$ cat src/bus_own_pkg.sv
// Package: constants, states and carrier structs for the bus ownership block
package bus_own_pkg;
  localparam int unsigned CLK_PERIOD_NS = 50;
  localparam int unsigned WARM_RESET_CLOCKS = 15;
  localparam int unsigned NMI_LOW_CLOCKS = 4;
  localparam logic [3:0] NMI_LOW_CNT_W1 = 4'h4;
  localparam logic [7:0] NMI_VECTOR = 8'h02;
  localparam int unsigned ADDR_W = 32;
  localparam int unsigned SNOOP_LSB = 4;
  localparam logic [1:0] INTA_COUNT = 2'h2;
  localparam logic [3:0] RESET_CNT_INIT = 4'h0;
  localparam logic [3:0] RESET_CNT_MAX = 4'hF;

  typedef enum logic [2:0] {
    ST_IDLE = 3'b000,
    ST_START = 3'b001,
    ST_WAIT = 3'b010,
    ST_HOLD = 3'b011,
    ST_YIELD = 3'b100
  } bus_state_t;

  // Bus cycle request from the core
  typedef struct packed {
    logic valid;
    logic [ADDR_W-1:0] addr;
    logic locked;
    logic more;
    logic code_nc_prefetch;
  } cycle_req_t;

  // Ready / termination inputs, synchronous to clk
  typedef struct packed {
    logic ready_n;
    logic burst_ready_n;
    logic last_n;
  } cycle_term_t;

  // Interrupt dispatch to the core
  typedef struct packed {
    logic valid;
    logic nmi;
    logic [7:0] vector;
  } irq_dispatch_t;

  // Snoop invalidate to the cache
  typedef struct packed {
    logic valid;
    logic [ADDR_W-1:SNOOP_LSB] line;
  } snoop_t;
endpackage

$ cat src/sync2.sv
// Two-flop synchroniser for asynchronous level inputs
`timescale 1ns/1ps
module sync2 #(
  parameter int WIDTH = 1
) (
  // Clock and control
  input wire logic clk,
  input wire logic reset_n,
  input wire logic clk_en,
  // Data
  input wire logic [WIDTH-1:0] d,
  output logic [WIDTH-1:0] q
);
  logic [WIDTH-1:0] meta_reg;

  always_ff @(posedge clk) begin
    if (!reset_n) begin
      meta_reg <= '0;
      q <= '0;
    end else if (clk_en) begin
      meta_reg <= d;
      q <= meta_reg;
    end
  end
endmodule

$ cat src/irq_front.sv
// Interrupt front end: synchronised maskable level and non-maskable edge
`timescale 1ns/1ps
module irq_front
  import bus_own_pkg::*;
(
  // Clock and control
  input wire logic clk,
  input wire logic reset_n,
  input wire logic clk_en,
  // Raw pins
  input wire logic maskable_irq_in,
  input wire logic nmi_in,
  // Core side
  input wire logic nmi_taken,
  input wire logic interrupt_return_instr,
  output logic maskable_irq_in_level,
  output logic nmi_pending
);
  logic [1:0] sync_q;
  logic nmi_prev_reg;
  logic [3:0] low_cnt_reg;
  logic nmi_masked_reg;

  // Both pins synchronised before any detection
  sync2 #(.WIDTH(2)) u_sync (
    .clk(clk),
    .reset_n(reset_n),
    .clk_en(clk_en),
    .d({nmi_in, maskable_irq_in}),
    .q(sync_q)
  );

  assign maskable_irq_in_level = sync_q[0];

  // Count low time ahead of the edge
  always_ff @(posedge clk) begin
    if (!reset_n) begin
      nmi_prev_reg <= 1'b0;
      low_cnt_reg <= 4'h0;
    end else if (clk_en) begin
      nmi_prev_reg <= sync_q[1];
      if (sync_q[1])
        low_cnt_reg <= 4'h0;
      else if (low_cnt_reg != NMI_LOW_CNT_W1)
        low_cnt_reg <= low_cnt_reg + 4'h1;
    end
  end

  // Masked from acceptance until return instruction
  always_ff @(posedge clk) begin
    if (!reset_n) begin
      nmi_pending <= 1'b0;
      nmi_masked_reg <= 1'b0;
    end else if (clk_en) begin
      if (sync_q[1] && !nmi_prev_reg && low_cnt_reg == NMI_LOW_CNT_W1 && !nmi_masked_reg) begin
        nmi_pending <= 1'b1;
      end else if (nmi_taken) begin
        nmi_pending <= 1'b0;
      end
      if (nmi_taken)
        nmi_masked_reg <= 1'b1;
      else if (interrupt_return_instr)
        nmi_masked_reg <= 1'b0;
    end
  end
endmodule

$ cat src/cpu_bus_ownership_irq_snoop.sv
// Bus ownership, interrupt acceptance and snoop invalidation for the processor bus
`timescale 1ns/1ps
module cpu_bus_ownership_irq_snoop
  import bus_own_pkg::*;
(
  // Clock and reset
  input wire logic clk,
  input wire logic reset_n,
  input wire logic clk_en,
  // Core cycle requests
  input wire cycle_req_t core_req,
  output logic core_req_ready,
  output logic [31:0] core_rdata,
  output logic core_rdata_valid,
  // Processor flags
  input wire logic [31:0] processor_flags_register,
  input wire logic interrupt_return_instr,
  output irq_dispatch_t irq_dispatch,
  // Interrupt pins
  input wire logic maskable_irq_in,
  input wire logic nmi_in,
  // Arbitration pins
  input wire logic hold_request,
  input wire logic bus_yield_now_n,
  input wire logic address_float_request,
  output logic bus_request_out,
  output logic bus_grant_ack,
  // Cycle pins
  output logic cycle_start_strobe_n,
  output logic cycle_inta,
  output logic cycle_lock_n,
  output logic [ADDR_W-1:0] addr_out,
  output logic addr_oe_n,
  output logic bus_oe_n,
  input wire cycle_term_t term,
  input wire logic [31:0] data_in,
  input wire logic [ADDR_W-1:0] addr_in,
  input wire logic snoop_address_strobe_n,
  // Error outputs kept driven
  input wire logic parity_error,
  input wire logic fp_error,
  output logic parity_error_out_n,
  output logic fp_error_out_n,
  // Cache snoop and test modes
  output snoop_t snoop_inval,
  output logic self_test_req
);
  // ==========================================================
  // Pin synchronisers
  // ==========================================================
  localparam int IF_BIT = 9;
  logic [2:0] arb_q;
  logic hold_s, yield_s, afloat_s;
  logic maskable_irq_in_level, nmi_pending, nmi_taken;

  sync2 #(.WIDTH(3)) u_arb_sync (
    .clk(clk),
    .reset_n(1'b1),
    .clk_en(clk_en),
    .d({hold_request, ~bus_yield_now_n, address_float_request}),
    .q(arb_q)
  );
  assign hold_s = arb_q[2];
  assign yield_s = arb_q[1];
  assign afloat_s = arb_q[0];

  irq_front u_irq (
    .clk(clk),
    .reset_n(reset_n),
    .clk_en(clk_en),
    .maskable_irq_in(maskable_irq_in),
    .nmi_in(nmi_in),
    .nmi_taken(nmi_taken),
    .interrupt_return_instr(interrupt_return_instr),
    .maskable_irq_in_level(maskable_irq_in_level),
    .nmi_pending(nmi_pending)
  );

  // ==========================================================
  // Test mode latch at reset release
  // ==========================================================
  logic reset_d_reg;
  logic [3:0] reset_cnt_reg;

  always_ff @(posedge clk) begin
    if (clk_en) begin
      reset_d_reg <= reset_n;
      if (!reset_n && reset_cnt_reg != RESET_CNT_MAX)
        reset_cnt_reg <= reset_cnt_reg + 4'h1;
      else if (reset_n)
        reset_cnt_reg <= RESET_CNT_INIT;
    end
  end

  // Caught on the first edge after release, not by the reset itself
  always_ff @(posedge clk) begin
    if (!reset_n)
      self_test_req <= 1'b0;
    else if (clk_en && !reset_d_reg)
      self_test_req <= afloat_s;
  end

  // ==========================================================
  // Interrupt acceptance
  // ==========================================================
  logic maskable_irq_in_busy_reg;
  logic [1:0] inta_done_reg;
  logic inta_want;

  assign nmi_taken = nmi_pending && !maskable_irq_in_busy_reg;
  assign inta_want = maskable_irq_in_busy_reg && inta_done_reg != INTA_COUNT;

  // ==========================================================
  // Bus cycle sequencer
  // ==========================================================
  bus_state_t state_reg, state_next;
  logic [ADDR_W-1:0] addr_reg;
  logic locked_reg, more_reg, prefetch_reg, is_inta_reg;
  logic ready_hit, pending, cycle_end, lock_seq;
  logic [ADDR_W-1:0] addr_load;

  // New address must be on the pins in the strobe clock itself
  assign addr_load = inta_want ? '0 : core_req.addr;

  // Backoff suppresses any ready in the same clock
  assign ready_hit = (!term.ready_n || !term.burst_ready_n) && !yield_s;
  assign pending = core_req.valid || inta_want;
  assign cycle_end = state_reg == ST_WAIT && ready_hit && (!term.ready_n || !term.last_n);
  assign lock_seq = locked_reg || is_inta_reg;

  always_comb begin
    state_next = state_reg;
    case (state_reg)
      ST_IDLE: begin
        if (yield_s)
          state_next = ST_YIELD;
        else if (hold_s)
          state_next = ST_HOLD;
        else if (pending && !afloat_s)
          state_next = ST_START;
      end
      ST_START: begin
        state_next = yield_s ? ST_YIELD : ST_WAIT;
      end
      ST_WAIT: begin
        if (yield_s)
          state_next = ST_YIELD;
        else if (cycle_end && hold_s && !(lock_seq && more_reg))
          state_next = ST_HOLD;
        else if (cycle_end)
          state_next = ST_IDLE;
      end
      ST_HOLD: begin
        if (yield_s)
          state_next = ST_YIELD;
        else if (!hold_s)
          state_next = ST_IDLE;
      end
      ST_YIELD: begin
        if (!yield_s && hold_s && prefetch_reg)
          state_next = ST_HOLD;
        else if (!yield_s && prefetch_reg == 1'b0 && more_reg)
          state_next = ST_START;
        else if (!yield_s)
          state_next = ST_IDLE;
      end
      default: state_next = ST_IDLE;
    endcase
  end

  // Sequencer runs during reset too so takeover is honoured
  always_ff @(posedge clk) begin
    if (clk_en) begin
      if (!reset_n && !hold_s && !yield_s)
        state_reg <= ST_IDLE;
      else if (!reset_n)
        state_reg <= yield_s ? ST_YIELD : ST_HOLD;
      else
        state_reg <= state_next;
    end
  end

  // Latch cycle attributes at cycle start; kept for restart
  always_ff @(posedge clk) begin
    if (!reset_n) begin
      addr_reg <= '0;
      locked_reg <= 1'b0;
      more_reg <= 1'b0;
      prefetch_reg <= 1'b0;
      is_inta_reg <= 1'b0;
    end else if (clk_en) begin
      if (state_reg == ST_IDLE && state_next == ST_START) begin
        addr_reg <= addr_load;
        locked_reg <= inta_want ? 1'b1 : core_req.locked;
        more_reg <= inta_want ? (inta_done_reg == 2'h0) : core_req.more;
        prefetch_reg <= inta_want ? 1'b0 : core_req.code_nc_prefetch;
        is_inta_reg <= inta_want;
      end else if (state_reg == ST_YIELD && state_next != ST_YIELD) begin
        more_reg <= 1'b1;
      end else if (cycle_end) begin
        prefetch_reg <= 1'b0;
      end
    end
  end

  // Interrupt sequencing
  always_ff @(posedge clk) begin
    if (!reset_n) begin
      maskable_irq_in_busy_reg <= 1'b0;
      inta_done_reg <= 2'h0;
      irq_dispatch <= '0;
    end else if (clk_en) begin
      irq_dispatch.valid <= 1'b0;
      if (nmi_taken) begin
        irq_dispatch <= '{valid: 1'b1, nmi: 1'b1, vector: NMI_VECTOR};
      end else if (!maskable_irq_in_busy_reg && maskable_irq_in_level && processor_flags_register[IF_BIT]) begin
        maskable_irq_in_busy_reg <= 1'b1;
        inta_done_reg <= 2'h0;
      end else if (cycle_end && is_inta_reg) begin
        inta_done_reg <= inta_done_reg + 2'h1;
        if (inta_done_reg == INTA_COUNT - 2'h1) begin
          irq_dispatch <= '{valid: 1'b1, nmi: 1'b0, vector: data_in[7:0]};
          maskable_irq_in_busy_reg <= 1'b0;
        end
      end
    end
  end

  // ==========================================================
  // Pin drivers
  // ==========================================================
  logic addr_was_floated_reg;

  always_ff @(posedge clk) begin
    if (!reset_n) begin
      // Takeover still granted while reset is held
      bus_request_out <= 1'b0;
      bus_grant_ack <= hold_s && !yield_s;
      cycle_start_strobe_n <= 1'b1;
      bus_oe_n <= 1'b1;
      addr_oe_n <= 1'b1;
      cycle_inta <= 1'b0;
      cycle_lock_n <= 1'b1;
      addr_out <= '0;
    end else if (clk_en) begin
      bus_request_out <= pending || (state_next == ST_START) || (state_next == ST_WAIT && more_reg);
      bus_grant_ack <= state_next == ST_HOLD;
      cycle_start_strobe_n <= !(state_next == ST_START);
      bus_oe_n <= state_next == ST_HOLD || state_next == ST_YIELD;
      addr_oe_n <= afloat_s || state_next == ST_HOLD || state_next == ST_YIELD;
      cycle_inta <= is_inta_reg || inta_want;
      cycle_lock_n <= !(state_next == ST_START || state_next == ST_WAIT) || !lock_seq;
      addr_out <= (state_reg == ST_IDLE && state_next == ST_START) ? addr_load : addr_reg;
    end
  end

  // Redrive tracking for address float
  always_ff @(posedge clk) begin
    if (!reset_n)
      addr_was_floated_reg <= 1'b0;
    else if (clk_en)
      addr_was_floated_reg <= afloat_s && state_reg == ST_WAIT && !ready_hit;
  end

  // Error outputs never float
  always_ff @(posedge clk) begin
    if (!reset_n) begin
      parity_error_out_n <= 1'b1;
      fp_error_out_n <= 1'b1;
    end else if (clk_en) begin
      parity_error_out_n <= !parity_error;
      fp_error_out_n <= !fp_error;
    end
  end

  // Read data, dropped while backed off
  always_ff @(posedge clk) begin
    if (!reset_n) begin
      core_rdata <= '0;
      core_rdata_valid <= 1'b0;
      core_req_ready <= 1'b0;
    end else if (clk_en) begin
      core_rdata_valid <= state_reg == ST_WAIT && ready_hit && !is_inta_reg;
      core_rdata <= data_in;
      core_req_ready <= cycle_end && !is_inta_reg;
    end
  end

  // Snoop works in every bus state; strobe is synchronous
  always_ff @(posedge clk) begin
    if (!reset_n)
      snoop_inval <= '0;
    else if (clk_en) begin
      snoop_inval.valid <= !snoop_address_strobe_n;
      snoop_inval.line <= addr_in[ADDR_W-1:SNOOP_LSB];
    end
  end

  // ==========================================================
  // Checks
  // ==========================================================
  a_grant_hold: assert property (@(posedge clk) disable iff (!reset_n)
    clk_en && bus_grant_ack |-> bus_oe_n) else $error("grant without float");
  a_yield_no_ack: assert property (@(posedge clk) disable iff (!reset_n)
    state_reg == ST_YIELD |-> !bus_grant_ack) else $error("ack during backoff");
  a_start_single: assert property (@(posedge clk) disable iff (!reset_n)
    clk_en && !cycle_start_strobe_n ##1 clk_en |-> cycle_start_strobe_n) else $error("strobe held");
  a_start_bus_request_out: assert property (@(posedge clk) disable iff (!reset_n)
    !cycle_start_strobe_n |-> bus_request_out) else $error("no request at start");
  a_nmi_vector: assert property (@(posedge clk) disable iff (!reset_n)
    irq_dispatch.valid && irq_dispatch.nmi |-> irq_dispatch.vector == NMI_VECTOR) else $error("bad nmi vector");
  a_yield_ready: assert property (@(posedge clk) disable iff (!reset_n)
    clk_en && yield_s |=> !core_rdata_valid) else $error("data in backoff");
  a_float_addr: assert property (@(posedge clk) disable iff (!reset_n)
    clk_en && afloat_s |=> addr_oe_n) else $error("address driven");
  a_snoop_pass: assert property (@(posedge clk) disable iff (!reset_n)
    clk_en && !snoop_address_strobe_n |=> snoop_inval.valid) else $error("snoop lost");
  a_mask_if: assert property (@(posedge clk) disable iff (!reset_n)
    clk_en && !maskable_irq_in_busy_reg && !nmi_taken && !processor_flags_register[IF_BIT] |=> !maskable_irq_in_busy_reg)
    else $error("maskable_irq_in taken with flag clear");
endmodule

$ cat config.mk
export PLATFORM = sky130hd
export DESIGN_NAME = cpu_bus_ownership_irq_snoop
export DESIGN_NICKNAME = d
export VERILOG_FILES = /design/src/bus_own_pkg.sv /design/src/sync2.sv /design/src/irq_front.sv /design/src/cpu_bus_ownership_irq_snoop.sv
export SDC_FILE = /design/constraint.sdc
export NUM_CORES = 1
export LEC_CHECK = 0
export ABC_AREA = 1
export BUFFER_PORTS_ARGS = -buffer_cell sky130_fd_sc_hd__buf_2
export CORE_MARGIN = 10
export CORE_UTILIZATION = 42
export DETAILED_ROUTE_END_ITERATION = 12
export PLACE_DENSITY = 0.76
export SLEW_MARGIN = 20
export SYNTH_ARGS = -nofsm -noshare
export SYNTH_HDL_FRONTEND = slang
export SYNTH_SLANG_ARGS = --single-unit
$ cat constraint.sdc
create_clock -name clk -period 1.89 [get_ports clk]
set_clock_uncertainty 0.15 [all_clocks]
set_input_delay 0.2835 -clock clk [delete_from_list [all_inputs] [get_ports clk]]
set_output_delay 0.2835 -clock clk [all_outputs]
set_load 0.03 [all_outputs]
# Yosys cells after proc, flatten, opt, wreduce, memory -nomap -nowiden
# Index checks and enable logic that the tools add are counted.
# op_classes
addsub,2
n_eq_ne,16
muxes,42
bitwise,3
reduce_logical,78
# ops
operator,n
32-bit 2-to-1 mux,2
3-bit 2-to-1 mux,14
10-bit 2-to-1 mux,4
1-bit logical AND,27
1-bit logical NOT,19
2-bit nonzero test,9
1-bit 2-to-1 mux,17
3-bit one-hot mux with 5 select lines,1
3-bit by 2-bit equality test with 1-bit output (second input constant),4
1-bit logical OR,12
2-bit AND reduction,5
4-bit 2-to-1 mux,2
4-bit AND reduction,2
3-bit by 1-bit equality test with 1-bit output (second input constant),2
3-bit equality test (second input constant),2
3-bit AND reduction,2
4-bit by 1-bit adder with 4-bit output (second input constant),1
4-bit by 3-bit equality test with 1-bit output (second input constant),1
2-bit 2-to-1 mux,2
2-bit by 1-bit != test with 1-bit output (second input constant),2
2-bit != test (second input constant),2
4-bit by 3-bit != test with 1-bit output (second input constant),1
3-bit logical NOT,1
3-bit != test (second input constant),1
other kinds (4),6
# totals
register_bits,143
word_cells,176

# Depth between registers and ports, before layout
# Gate-level depths: netlist of the first run.
# logic_depth
ltp_word,14
depth_mapped,15
depth_no_buf,15

# Modules after synthesis
# From an unflattened synthesis of the first run, not the netlist that was laid out.
# hier_totals
cells_unflattened,688
area_unflattened_um2,5591.6
# modules_own_cells
mod,n_inst,cells_each,area_each_um2,seq_area_each_um2
cpu_bus_ownership_irq_snoop,1,573,4799.6,2572.5
irq_front,1,53,369.1,140.1
sync2 at u_arb_sync,1,37,256.5,120.1
sync2 at u_irq.u_sync,1,25,166.4,80.1

# Least setup slack after synthesis of the first run
# No wires, ideal clock.
# synth_path
path_type,reg2reg
startpoint,register inta_done_reg[0]
endpoint,register addr_out[23]
setup_ns,0.132
t_arrival_ns,1.713
setup_slack_ns,-0.106
stages_incl_launch_ff,16
path_buffers,1
period_less_slack_ns,1.996
cell_sequence,dfxtp_1 -> inv_1 -> ha_1 -> inv_1 -> nand2_1 -> nand2_1 -> nand2_1 -> nand2_1 -> nand3_1 -> nand3_1 -> inv_2 -> nor2_8 -> nand3_4 -> buf_6 -> nand2_1 -> a21oi_1
# synth_between
elab_chain_cells,11
elab_cells_between_ends,13
classes_between,eq/ne (2); mux (6); reduce/logical (5)
# synth_lines
item,line,text
start: declaration,cpu_bus_ownership_irq_snoop.sv:107,logic [1:0] inta_done_reg;
start signal: assignment,cpu_bus_ownership_irq_snoop.sv:220,inta_done_reg <= inta_done_reg + 2'h1;
2-bit != test (*),cpu_bus_ownership_irq_snoop.sv:111,assign inta_want = maskable_irq_in_busy_reg && inta_done_reg != INTA_COUNT;
1-bit logical AND (*),cpu_bus_ownership_irq_snoop.sv:111,
1-bit logical OR,cpu_bus_ownership_irq_snoop.sv:127,assign pending = core_req.valid || inta_want;
1-bit logical AND,cpu_bus_ownership_irq_snoop.sv:139,else if (pending && !afloat_s)
3-bit 2-to-1 mux,cpu_bus_ownership_irq_snoop.sv:139,
3-bit 2-to-1 mux,cpu_bus_ownership_irq_snoop.sv:137,else if (hold_s)
3-bit 2-to-1 mux,cpu_bus_ownership_irq_snoop.sv:135,if (yield_s)
3-bit one-hot mux with 5 select lines,cpu_bus_ownership_irq_snoop.sv:133,case (state_reg)
3-bit by 1-bit equality test with 1-bit output,cpu_bus_ownership_irq_snoop.sv:253,addr_out <= (state_reg == ST_IDLE && state_next == ST_START) ? addr_load : addr_reg;
1-bit logical AND,cpu_bus_ownership_irq_snoop.sv:253,
2-bit AND reduction (no line),n/a,
end signal: assignment,cpu_bus_ownership_irq_snoop.sv:253,
end: declaration,cpu_bus_ownership_irq_snoop.sv:32,"output logic [ADDR_W-1:0] addr_out,"
# Every way passes the cells marked *; elsewhere a longest branch is shown, timed or not. The select of a mux whose other input is x is not followed.
# A chain may end at the register's enable or synchronous reset.

# Worst setup path in the final report of the first run
# layout_path
startpoint,register state_reg[2]
endpoint,register addr_out[11]
# layout_between
elab_chain_cells,11
elab_cells_between_ends,24
classes_between,eq/ne (5); mux (12); reduce/logical (7)
# layout_lines
item,line,text
start: declaration,cpu_bus_ownership_irq_snoop.sv:116,"bus_state_t state_reg, state_next;"
start signal: assignment,cpu_bus_ownership_irq_snoop.sv:177,state_reg <= yield_s ? ST_YIELD : ST_HOLD;
start signal: assignment,cpu_bus_ownership_irq_snoop.sv:179,state_reg <= state_next;
3-bit by 2-bit equality test with 1-bit output,"cpu_bus_ownership_irq_snoop.sv:128, cpu_bus_ownership_irq_snoop.sv:133",
1-bit logical AND (2 in series),cpu_bus_ownership_irq_snoop.sv:128,assign cycle_end = state_reg == ST_WAIT && ready_hit && (!term.ready_n || !term.last_n);
1-bit logical AND (2 in series),cpu_bus_ownership_irq_snoop.sv:148,else if (cycle_end && hold_s && !(lock_seq && more_reg))
3-bit 2-to-1 mux,cpu_bus_ownership_irq_snoop.sv:148,
3-bit 2-to-1 mux,cpu_bus_ownership_irq_snoop.sv:146,if (yield_s)
3-bit one-hot mux with 5 select lines,cpu_bus_ownership_irq_snoop.sv:133,
3-bit by 1-bit equality test with 1-bit output,cpu_bus_ownership_irq_snoop.sv:253,
1-bit logical AND (*),cpu_bus_ownership_irq_snoop.sv:253,
2-bit AND reduction (no line) (*),n/a,
# Every way passes the cells marked *; elsewhere a longest branch is shown, timed or not.

==> metrics.md, run 1 <==
| Metric | Value |
|---|---|
| Outcome | `complete, but fails checks` |
| Violated checks | `setup timing` |
| Max stage delay cell, worst path | `edfxtp_1` |
| Average wire per standard cell | `roughly 17 um` |
| Die Area | `between 15000 and 20000 um2` |
| Crit path kind | `flip-flop to flip-flop` |
| Peak supply drop | `610 uV` |
| Largest net degree at the start of global routing | `66` |
| Max clock buf depth | `2` |
| Final max-slew violation count | `0` |
| Synth warnings | `0` |
| Post-synth net total | `about 800` |
| Power per cell area | `roughly 900 nW/um2` |
| Cells after Synth | `640` |
| Root Buffer | `clkbuf_16` |
| Drt pass-1 iters | `5` |
| Top cell type's share of synthesized area | `48.0%` |
| First-pass GRT wire length | `31000 um` |
| CTS tree | `yes` |
| Grt total ovfl | `0` |
| RSZ-0062 raised after global routing | `true` |
| Cells along the critical path | `inv_2, nand2_4, nor2_4, nand3_2, nand2_2, nand2_2, nand2_2, nand2_4, nor2_8, nand3_4, buf_12, nand2_1, a21oi_1` |
| Synth unique cells | `31` |
| Final nets | `1114` |
| Utilization after layout | `66.6%` |
| Combinational power share | `approximately 14%` |
| Crit-path max cell delay | `~420 ps` |
| Initial Util | `a little over two fifths` |
| Clock transition at path regs | `60 ps` |
| Int Pwr | `~5.5 mW` |
| Startpoint types | `flip-flop` |
| Data required, critical path | `slightly above 2000 ps` |
| Synth Register Bits | `between 100 and 150` |
| Most common cell on crit path | `nand2_2` |
| Crit-path max FO | `28` |
| Final Cycle Share | `105%` |
| Core area | `12700 um2` |
| P_leak | `~4.1 nW` |
| DRC | `0` |
| IO Pins | `around 260` |
| Top post-synthesis cells by area | `dfxtp_1, a22o_1, nand2_1, edfxtp_1, a21oi_1` |
| Synthesized cell area | `5510 um2` |
| Crit end category | `flip-flop` |
| Via count | `5767` |
| GR Util All Layers | `a little over a fifth` |
| Die height | `~130 um` |
| Arr. time, crit path | `approximately 2100 ps` |
| RD Place Congestion | `0.827` |
| Overall power | `about 7.5 mW` |
| Layout cells sized above 1 | `about a third` |
| Seq/Total Area, Yosys | `between 50 and 60%` |
| Final setup violating endpoints | `36` |
| Relative max-transition margin | `roughly 72%` |
| Post-DRT Antenna Nets | `0` |
| Switch Pwr | `2.05 mW` |
| Worst Tran Pin Value | `between 400 and 500 ps` |
| WL final | `20000 um` |
| Vias in the first global route | `between 5000 and 6000` |
| Fmax | `about 500 MHz` |
| Sw Share | `a little over a quarter` |
| Reg power frac | `43.2%` |
| Largest regs | `addr_out (32), core_rdata (32), snoop_inval (29)` |
| Most common cell after layout, fill and taps aside | `buf_2` |
| Vias per inst | `roughly 5` |
| Clk sinks | `about 140` |
| Die Wd | `134 um` |
| Max cap viols | `0` |
| Clock Latency Late Sink | `between 400 and 500 ps` |
| TritonCTS buffer count | `17` |
| Count of final hold-check violations | `0` |
| Dominant cell type by area after synthesis | `dfxtp_1` |
| Avg Inst Size Synth | `8.60 um2` |
| Initial antenna violation count | `1` |
| # rows | `41` |
| Setup slack after layout | `-102 ps` |
| Worst Hold Class | `input pin to flip-flop` |
| Area Growth Syn to Fin | `53.9%` |
| DP HPWL | `approximately 13000 um` |
| Crit path time final | `between 1500 and 2000 ps` |
| Clock Power Share | `a little over two fifths` |
| Buffers added on ports | `around 230` |
| DRT iter0 DRCs | `331` |
| Most frequent cells in the layout | `buf_2, dfxtp_1, nand2_1, dlygate4sd3_1, inv_1` |
| Htree depth | `4` |
==> what timing repair did <==
action / in CTS / in global routing
pin swaps: 2 / 9
resized for setup: 14 / 17
endpoints found under the hold margin: 72 / 0
setup buffers: 1 / 2
endpoints found under the setup margin: 47 / 55
hold buffers: 71 / 0
==> path summary, 6_finish.rpt <==
kind / slack (ps) / end / start / depth (start not counted)
worst max-delay path: -100 / addr_out[11] / state_reg[2] / 13
worst min-delay path: 60 / addr_out[24] / core_req[27] / 5
worst max register to register: -100 / addr_out[11] / state_reg[2] / 13
worst min register to register: 270 / u_arb_sync.q[1] / u_arb_sync.meta_reg[1] / 0
==> synth_stat cells <==
library cell / n
o21ai_0: 22
nor3_1: 3
ha_1: 5
nor2_2: 1
edfxtp_1: 11
nand3_4: 1
dfxtp_1: 132
o22ai_1: 4
nor2_1: 62
a22o_1: 52
o31ai_1: 1
xor2_1: 2
o21ai_2: 1
inv_2: 4
inv_1: 67
clkinv_1: 1
nand3b_1: 1
a31oi_1: 1
nand2_4: 1
nand3_1: 23
nand4_1: 37
mux2i_1: 1
a21oi_2: 1
nor2_8: 1
a21oi_1: 55
buf_6: 6
buf_2: 3
clkbuf_1: 22
nand2_1: 111
buf_1: 7
a32o_1: 1
==> power groups by stage <==
stage	logic (mW)	registers, mW	clock network [mW]
4_1_cts	1.03	3.25	3.26
5_1_grt	1.14	3.27	3.40
2_1_floorplan	0.331	3.50	0
6_report	1.06	3.26	3.22
3_3_place_gp	0.888	3.31	0
3_5_place_dp	0.901	3.31	0
==> area by class of cell <==
class | instances | area, um2
Clock inverter | 14 | 133
Timing Repair Buffer | 341 | 2250
Clock buffer | 18 | 439
Inverter | 72 | 273
Tap cell | 172 | 215
Multi-Input combinational cell | 387 | 2180
Antenna cell | 1 | 2.50
Sequential cell | 143 | 2970
Fill cell | 1011 | 4250
==> cells by family after synthesis <==
group                    share of synthesized area, %
multiplexers                                    0.182
buffers and inverters                            8.39
AO/OA/AOI/OAI                                    16.5
flip-flops                                       54.0
adder cells (fa/ha/maj)                          1.14
XOR/XNOR                                        0.318
AND/OR/NAND/NOR                                  19.5
==> per-stage QoR <==
step                      setup slack (ps)  cells  TNS, ps  cell area, um2  hold slack [ps]
after floorplan                       7.18    640        0            5540              224
after global placement               -47.4   1041     -426            7080              251
after detailed placement             -82.3   1041    -1130            7080              257
after CTS                            -68.3   1145    -1710            8400             39.8
after global routing                  -227   1148    -7180            8470             57.2
final                                 -102   1148    -2850            8470             57.7
==> critical path, delay by kind of cell, from the launching register on <==
family / cells / cell delay, ps
compound gates: 1 / 60
buf+inv: 2 / 320
flops: 1 / 420
simple gates: 10 / 910
==> layer usage <==
layer | GRT usage [%] | vias up | share of wire (%)
met1 | 24.1 | 2664 | 40
met2 | 35.6 | 271 | 48
met5 | 0 | - | 0
li1 | - | 2805 | -
met4 | 9.25 | 0 | 2.2
met3 | 8.64 | 27 | 9.5
(Power assumes the default switching activity.)
==> run 2: changes to the inputs <==
- PLACE_DENSITY: 0.76 -> default
- PLACE_DENSITY_LB_ADDON: default -> 0.1
- RECOVER_POWER: default -> 50
- REMOVE_ABC_BUFFERS: default -> 1
==> run 2 against run 1 <==
The run still ends with setup timing left. Register-to-register slack got worse by 70 ps. Via count increased by 0.43%. Sequential power about the same. Non-clock buffer count is 14 higher. Total power increased by 3.5%. Die area did not move. Sequential cell count unchanged. Combinational power grew 4%. Largest cell class unchanged.
==> metrics.md, run 2 (synthesis results as in run 1) <==
| Metric | Value |
|---|---|
| Outcome | `complete, but fails checks (unchanged)` |
| Violated checks | `setup timing (unchanged)` |
| DP HPWL | `13100 um (was 13000 um)` |
| DRT iter0 DRCs | `274 (was 331)` |
| Startpoint types | `flip-flop (unchanged)` |
| Final Cycle Share | `109% (was 105%)` |
| Die height | `134 um (unchanged)` |
| Via count | `5792 (was 5767)` |
| Initial antenna violation count | `0 (was 1)` |
| Core area | `12700 um2 (unchanged)` |
| Fmax | `486 MHz (was 502 MHz)` |
| Ant diodes | `0 (was 1)` |
| Drt pass-1 iters | `5 (unchanged)` |
| Arr. time, crit path | `2200 ps (was 2130 ps)` |
| Worst hold slack | `54.5 ps (was 57.7 ps)` |
| Clk sinks | `143 (unchanged)` |
| Setup slack after layout | `-167 ps (was -102 ps)` |
| Crit path time final | `2060 ps (was 1990 ps)` |
| CTS tree | `yes (unchanged)` |
| Data required, critical path | `2040 ps (was 2030 ps)` |
| Clock transition at path regs | `60 ps (about the same)` |
| Max cap viols | `0 (unchanged)` |
| Most frequent cells in the layout | `buf_2, dfxtp_1, nand2_1, dlygate4sd3_1, inv_1 (unchanged)` |
| Final nets | `1128 (was 1114)` |
| Cells after DPL | `1032 (was 1041)` |
| Power per cell area | `890 nW/um2 (about the same)` |
| WL final | `20000 um (about the same)` |
| Vias in the first global route | `5954 (was 5775)` |
| Initial Util | `43.3% (unchanged)` |
| Htree depth | `4 (unchanged)` |
| # rows | `41 (unchanged)` |
| Final max-slew violation count | `0 (unchanged)` |
| Overall power | `7.80 mW (was 7.54 mW)` |
| Crit-path max FO | `6 (was 28)` |
| R2R Setup Slk | `-170 ps (was -100 ps)` |
| Final-layout fill cell count | `1023 (was 1011)` |
| Reg2reg start | `state_reg[2] (unchanged)` |
| CP startpoint | `state_reg[2] (unchanged)` |
| Post-DP Area | `6990 um2 (was 7080 um2)` |
| Peak supply drop | `568 uV (was 610 uV)` |
| Most common cell after layout, fill and taps aside | `buf_2 (unchanged)` |
| Die Area | `18100 um2 (unchanged)` |
| Worst Hold Class | `input pin to flip-flop (unchanged)` |
| Area Growth Syn to Fin | `59.2% (was 53.9%)` |
| Clock Latency Late Sink | `420 ps (about the same)` |
| RSZ-0062 raised after global routing | `true (unchanged)` |
| Buffers added on ports | `226 (unchanged)` |
| Root Buffer | `clkbuf_16 (unchanged)` |
| Sw Share | `26.6% (was 27.2%)` |
| GR Util All Layers | `21.4% (was 21.6%)` |
| Switch Pwr | `2.07 mW (was 2.05 mW)` |
| RD Place Congestion | `0.887 (was 0.827)` |
| Die Wd | `134 um (unchanged)` |
| IO Pins | `262 (unchanged)` |
| Final setup violating endpoints | `39 (was 36)` |
| Post-DRT Antenna Nets | `0 (unchanged)` |
| Largest regs | `addr_out (32), core_rdata (32), snoop_inval (29) (unchanged)` |
| Worst Tran Pin Value | `712 ps (was 413 ps)` |
| Fin cells | `1161 (was 1148)` |
| Crit end category | `flip-flop (unchanged)` |
| Reg power frac | `41.7% (was 43.2%)` |
| Crit path kind | `flip-flop to flip-flop (unchanged)` |
| Largest net degree at the start of global routing | `62 (was 66)` |
| Combinational power share | `14.2% (was 14.1%)` |
| Clock Power Share | `44.2% (was 42.7%)` |
| Relative max-transition margin | `52.5% (was 72.3%)` |
| DRC | `0 (unchanged)` |
| Count of final hold-check violations | `0 (unchanged)` |
| Layout cells sized above 1 | `36.0% (was 35.3%)` |
| Hold Crit Start | `core_req[10] (was core_req[27])` |
| Int Pwr | `5.73 mW (was 5.49 mW)` |
| Pre-CTS setup slack | `-184 ps (was -82.3 ps)` |
| P_leak | `4.10 nW (was 4.05 nW)` |
| Max clock buf depth | `2 (unchanged)` |
| Grt total ovfl | `0 (unchanged)` |
| Vias per inst | `4.99 (was 5.02)` |
| TritonCTS buffer count | `17 (unchanged)` |
| First-pass GRT wire length | `31400 um (was 31000 um)` |
| Cell area after layout | `8760 um2 (was 8470 um2)` |
| Average wire per standard cell | `17.2 um (was 17.5 um)` |
[run 2: changes by cell type in the layout (fill, tap and decap cells not counted), sizes merged]
cell	delta
bufinv	+1
buf	-11
diode	-1
dlygate4sd3	-1
clkbuf	+28
inv	-2
clkinv	+1
clkinvlp	-2
[run 2: final cells by class]
cell class	instances	area [um2]	share of cell area [%]
timing repair buffer	355	2410	27.5
clock inverter	12	150	1.71
sequential	143	2980	33.9
tap	172	215	2.46
multi-input combinational	387	2280	26.0
inverter	72	273	3.11
clock buffer	20	467	5.32
[run 2: layer usage]
| layer | routed length (um) | GRT usage, % | share of wire (%) |
|---|---|---|---|
| met1 | 8040 | 24.0 | 40 |
| met2 | 9660 | 36.2 | 48 |
| met3 | 1870 | 9.01 | 9.4 |
| met4 | 399 | 6.53 | 2.0 |
| met5 | 0 | 0 | 0 |
[run 2: worst max-delay path, cell delays in order (launching register included)]
cell and delay (ps):
edfxtp_1 400, inv_2 100, buf_4 120, buf_4 110
nor2_2 40, nand2_1 60, nand3b_1 110, inv_2 90
nand2_4 70, nor2_8 150, nand3_4 190, clkbuf_16 220
nand2_1 50, a21oi_1 60
[run 2: final timing paths]
path	cells after the start	end
worst max-delay path	13	addr_out[7]
worst min-delay path	5	addr_out[7]
worst max register to register	13	addr_out[7]
worst min register to register	0	u_arb_sync.q[0]
[run 2: power by group through the flow]
stage                     logic (mW)  clock network (mW)  registers [mW]
after floorplan                0.280                   0            3.49
after global placement         0.867                   0            3.30
after detailed placement       0.881                   0            3.31
after CTS                       1.07                3.49            3.24
after global routing            1.19                3.61            3.26
final                           1.10                3.45            3.25
[run 2: per-stage QoR]
step / util (%) / TNS, ps
floorplan: - / -151380
global placement: 54.9 / -2920
detailed placement: 54.9 / -5920
CTS: 68.0 / -1850
global route: 68.9 / -17250
finish: 68.9 / -5290
[run 2: timing repair]
| item | in CTS | in global routing |
|---|---|---|
| buffers inserted | 20 | 3 |
| gates resized for setup | 46 | 29 |
| hold endpoints to repair | 70 | 0 |
| pin swaps | 26 | 14 |
| endpoints found under the setup margin | 44 | 56 |
| hold buffers | 70 | 0 |
| cloned | 2 | 2 |
==> run 3: changes to the inputs <==
- ABC_AREA: 1 -> 0
- CAP_MARGIN: default -> 20
- CORE_MARGIN: 10 -> 5
==> run 3 against run 2 <==
The flow still finishes with violations (setup timing). Wire length is 15% lower. Core utilization shrank 0.61 points. Register-to-register slack worse by 250 ps. Final area grew 3.6%. Area after synthesis grew 4.2%. Cell count shrank 2.9%.
==> metrics.md, run 3 <==
| Metric | Value |
|---|---|
| Root Buffer | `clkbuf_16 (unchanged)` |
| Cells along the critical path | `nor4b_4, o211ai_1, a221o_1, a2111oi_4, buf_4, buf_12, mux2i_1 (was inv_2, buf_4, buf_4, nor2_2, nand2_1, nand3b_1, inv_2, nand2_4, nor2_8, nand3_4, clkbuf_16, nand2_1, a21oi_1)` |
| Int Pwr | `5.89 mW (was 5.73 mW)` |
| Crit-path max FO | `9 (was 6)` |
| Layout cells sized above 1 | `33.2% (was 36.0%)` |
| Post-DRT Antenna Nets | `0 (unchanged)` |
| Largest regs | `addr_out (32), core_rdata (32), snoop_inval (29) (unchanged)` |
| Die height | `127 um (was 134 um)` |
| Clock transition at path regs | `60 ps (about the same)` |
| Synthesized cell area | `5730 um2 (was 5510 um2)` |
| Worst Hold Class | `input pin to flip-flop (unchanged)` |
| First-pass GRT wire length | `27300 um (was 31400 um)` |
| Synth Register Bits | `143 (unchanged)` |
| Initial antenna violation count | `0 (unchanged)` |
| Sequential cell area | `2970 um2 (was 2980 um2)` |
| Reg power frac | `41.5% (was 41.7%)` |
| Synth warnings | `0 (unchanged)` |
| Commonest cells post-synth | `dfxtp_1, mux2i_1, nor2_1 (was dfxtp_1, nand2_1, inv_1)` |
| Via count | `5555 (was 5792)` |
| Post-DP Area | `7270 um2 (was 6990 um2)` |
| Ys flop type | `dfxtp_1 (unchanged)` |
| RSZ-0062 raised after global routing | `true (unchanged)` |
| Cell area after layout | `9080 um2 (was 8760 um2)` |
| Fmax | `434 MHz (was 486 MHz)` |
| Top cell type's share of synthesized area | `46.1% (was 48.0%)` |
| Die Wd | `127 um (was 134 um)` |
| Area of the multi-input gates | `2610 um2 (was 2280 um2)` |
| Cells after DPL | `989 (was 1032)` |
| Seq/Total Area, Yosys | `51.8% (was 54.0%)` |
| Core area | `13300 um2 (was 12700 um2)` |
| Combinational power share | `13.4% (was 14.2%)` |
| Final max-slew violation count | `0 (unchanged)` |
| Clk sinks | `143 (unchanged)` |
| Max cap viols | `0 (unchanged)` |
| WL final | `17000 um (was 20000 um)` |
| Cells after Synth | `582 (was 640)` |
| Arr. time, crit path | `2480 ps (was 2200 ps)` |
| GR Util All Layers | `20.7% (was 21.4%)` |
| Max clock buf depth | `2 (unchanged)` |
| CP bufs+invs | `2 (was 5)` |
| P_leak | `4.14 nW (was 4.10 nW)` |
| Initial Util | `43.1% (was 43.3%)` |
| Data required, critical path | `2070 ps (was 2040 ps)` |
| Worst hold slack | `14.6 ps (was 54.5 ps)` |
| Crit path kind | `flip-flop to flip-flop (unchanged)` |
| Final Cycle Share | `122% (was 109%)` |
| Setup slack after layout | `-412 ps (was -167 ps)` |
| Clock Latency Late Sink | `410 ps (was 420 ps)` |
| Grt total ovfl | `0 (unchanged)` |
| Htree depth | `4 (unchanged)` |
| Area Growth Syn to Fin | `58.3% (was 59.2%)` |
| Final-layout fill cell count | `1046 (was 1023)` |
| Vias in the first global route | `5735 (was 5954)` |
| Avg Inst Size Synth | `9.85 um2 (was 8.60 um2)` |
| Clock Power Share | `45.1% (was 44.2%)` |
| Outcome | `complete, but fails checks (unchanged)` |
| Relative max-transition margin | `37.1% (was 52.5%)` |
| Dominant cell type by area after synthesis | `dfxtp_1 (unchanged)` |
| TritonCTS buffer count | `17 (unchanged)` |
| Average wire per standard cell | `15.1 um (was 17.2 um)` |
| RD Place Congestion | `0.835 (was 0.887)` |
| Violated checks | `setup timing (unchanged)` |
| Count of final hold-check violations | `0 (unchanged)` |
| Synth unique cells | `48 (was 31)` |
| Crit-path max cell delay | `460 ps (was 400 ps)` |
| Most common cell after layout, fill and taps aside | `buf_2 (unchanged)` |
| Number of synthesized flops with an enable pin | `11 (unchanged)` |
| Drt pass-1 iters | `5 (unchanged)` |
| Top post-synthesis cells by area | `dfxtp_1, mux2i_1, edfxtp_1, nor2_1, nand2_1 (was dfxtp_1, a22o_1, nand2_1, edfxtp_1, a21oi_1)` |
| Delay-heaviest family, CP | `compound AO/OA/AOI/OAI gates (was simple AND/OR/NAND/NOR gates)` |
| DRT iter0 DRCs | `201 (was 274)` |
| Asr flop ratio synth | `0% (unchanged)` |
| Buffers added on ports | `226 (unchanged)` |
| Largest net degree at the start of global routing | `66 (was 62)` |
| Fin cells | `1127 (was 1161)` |
| Vias per inst | `4.93 (was 4.99)` |
| Crit end category | `flip-flop (unchanged)` |
| IO Pins | `262 (unchanged)` |
| # rows | `42 (was 41)` |
| Switch Pwr | `1.93 mW (was 2.07 mW)` |
| CTS tree | `yes (unchanged)` |
| Cell with the most instances after synthesis | `dfxtp_1 (unchanged)` |
| DP HPWL | `10700 um (was 13100 um)` |
| DRC | `0 (unchanged)` |
| Startpoint types | `flip-flop (unchanged)` |
| Sw Share | `24.7% (was 26.6%)` |
| Die Area | `16100 um2 (was 18100 um2)` |
| Peak supply drop | `577 uV (was 568 uV)` |
| Final setup violating endpoints | `92 (was 39)` |
| Most frequent cells in the layout | `buf_2, dfxtp_1, mux2i_1, dlygate4sd3_1, nor2_1 (was buf_2, dfxtp_1, nand2_1, dlygate4sd3_1, inv_1)` |
| Final nets | `1090 (was 1128)` |
| Ant diodes | `0 (unchanged)` |
| Crit path time final | `2300 ps (was 2060 ps)` |
| Worst Tran Pin Value | `944 ps (was 712 ps)` |
| Power per cell area | `862 nW/um2 (was 890 nW/um2)` |
| Max stage delay cell, worst path | `edfxtp_1 (unchanged)` |
[run 3: cell types whose count changed after synthesis, moves of 6 or more]
| cell | before | now |
|---|---|---|
| nand3_1 | 23 | 35 |
| mux2i_1 | 1 | 103 |
| nand4_1 | 37 | 2 |
| nor2_1 | 62 | 80 |
| clkbuf_1 | 22 | 34 |
| nand2_1 | 111 | 61 |
| a21oi_1 | 55 | 21 |
| o21ai_0 | 22 | 16 |
| inv_1 | 67 | 8 |
| a22o_1 | 52 | 7 |
[run 3: what timing repair did]
item,in CTS,in global routing
cloned,3,1
setup buffers,4,2
pin swaps,14,7
setup endpoints to repair,54,57
resized for setup,20,12
hold buffers,98,0
endpoints found under the hold margin,105,0
[run 3: logic make-up (layout without fill, tap and decap cells)]
family | count (synthesis) | count (layout) | synth area share (%)
and+or+nand+nor | 210 | 210 | 16.4
DFF | 143 | 143 | 51.8
muxes | 103 | 103 | 18.0
AOI/OAI and AO/OA | 69 | 69 | 7.86
buffers and inverters | 52 | 421 | 4.82
adders and majority gates | 5 | 5 | 1.09
[run 3: power groups by stage]
stage	sequential (mW)	clock (mW)	combinational (mW)
detailed placement	3.30	0	0.855
floorplan	3.49	0	0.250
CTS	3.24	3.60	1.04
finish	3.25	3.53	1.05
global route	3.26	3.77	1.13
global placement	3.30	0	0.841
[run 3: through the flow]
step | setup TNS (ps) | util (%) | setup WS [ps] | power, mW
floorplan | -125610 | - | -3400 | 3.74
global route | -28580 | 68.3 | -526 | 8.15
finish | -17390 | 68.3 | -412 | 7.83
CTS | -14440 | 68.2 | -403 | 7.88
global placement | -20580 | 54.7 | -488 | 4.14
detailed placement | -23100 | 54.7 | -582 | 4.16
[run 3: cell type report]
type | instances | area share [%]
Multi-Input combinational cell | 387 | 28.7
Inverter | 9 | 0.427
Clock inverter | 12 | 1.70
Clock buffer | 20 | 5.26
Sequential cell | 143 | 32.8
Timing Repair Buffer | 380 | 28.7
Tap cell | 176 | 2.43
[run 3: path summary, 6_finish.rpt]
path,cells after the start,from,endpoint,slack [ps]
hold reg to reg,0,u_arb_sync.meta_reg[0],u_arb_sync.q[0],270
setup reg to reg,7,state_reg[0],addr_out[31],-410
setup / recovery,7,state_reg[0],addr_out[31],-410
hold / removal,4,interrupt_return_instr,u_irq.nmi_masked_reg,10
[run 3: tightest hold or removal path: cells and delay by family]
kind | cells | cell delay [ps]
compound gates | 1 | 50
buf+inv | 1 | 80
simple gates | 2 | 110
[run 3: layer usage]
| layer | share of wire, % | vias to the layer above | global-route usage [%] |
|---|---|---|---|
| li1 | - | 2727 | - |
| met3 | 7.5 | 41 | 6.89 |
| met1 | 42 | 2568 | 23.5 |
| met4 | 2.7 | 0 | 9.09 |
| met2 | 48 | 219 | 35.4 |
| met5 | 0 | - | 0 |
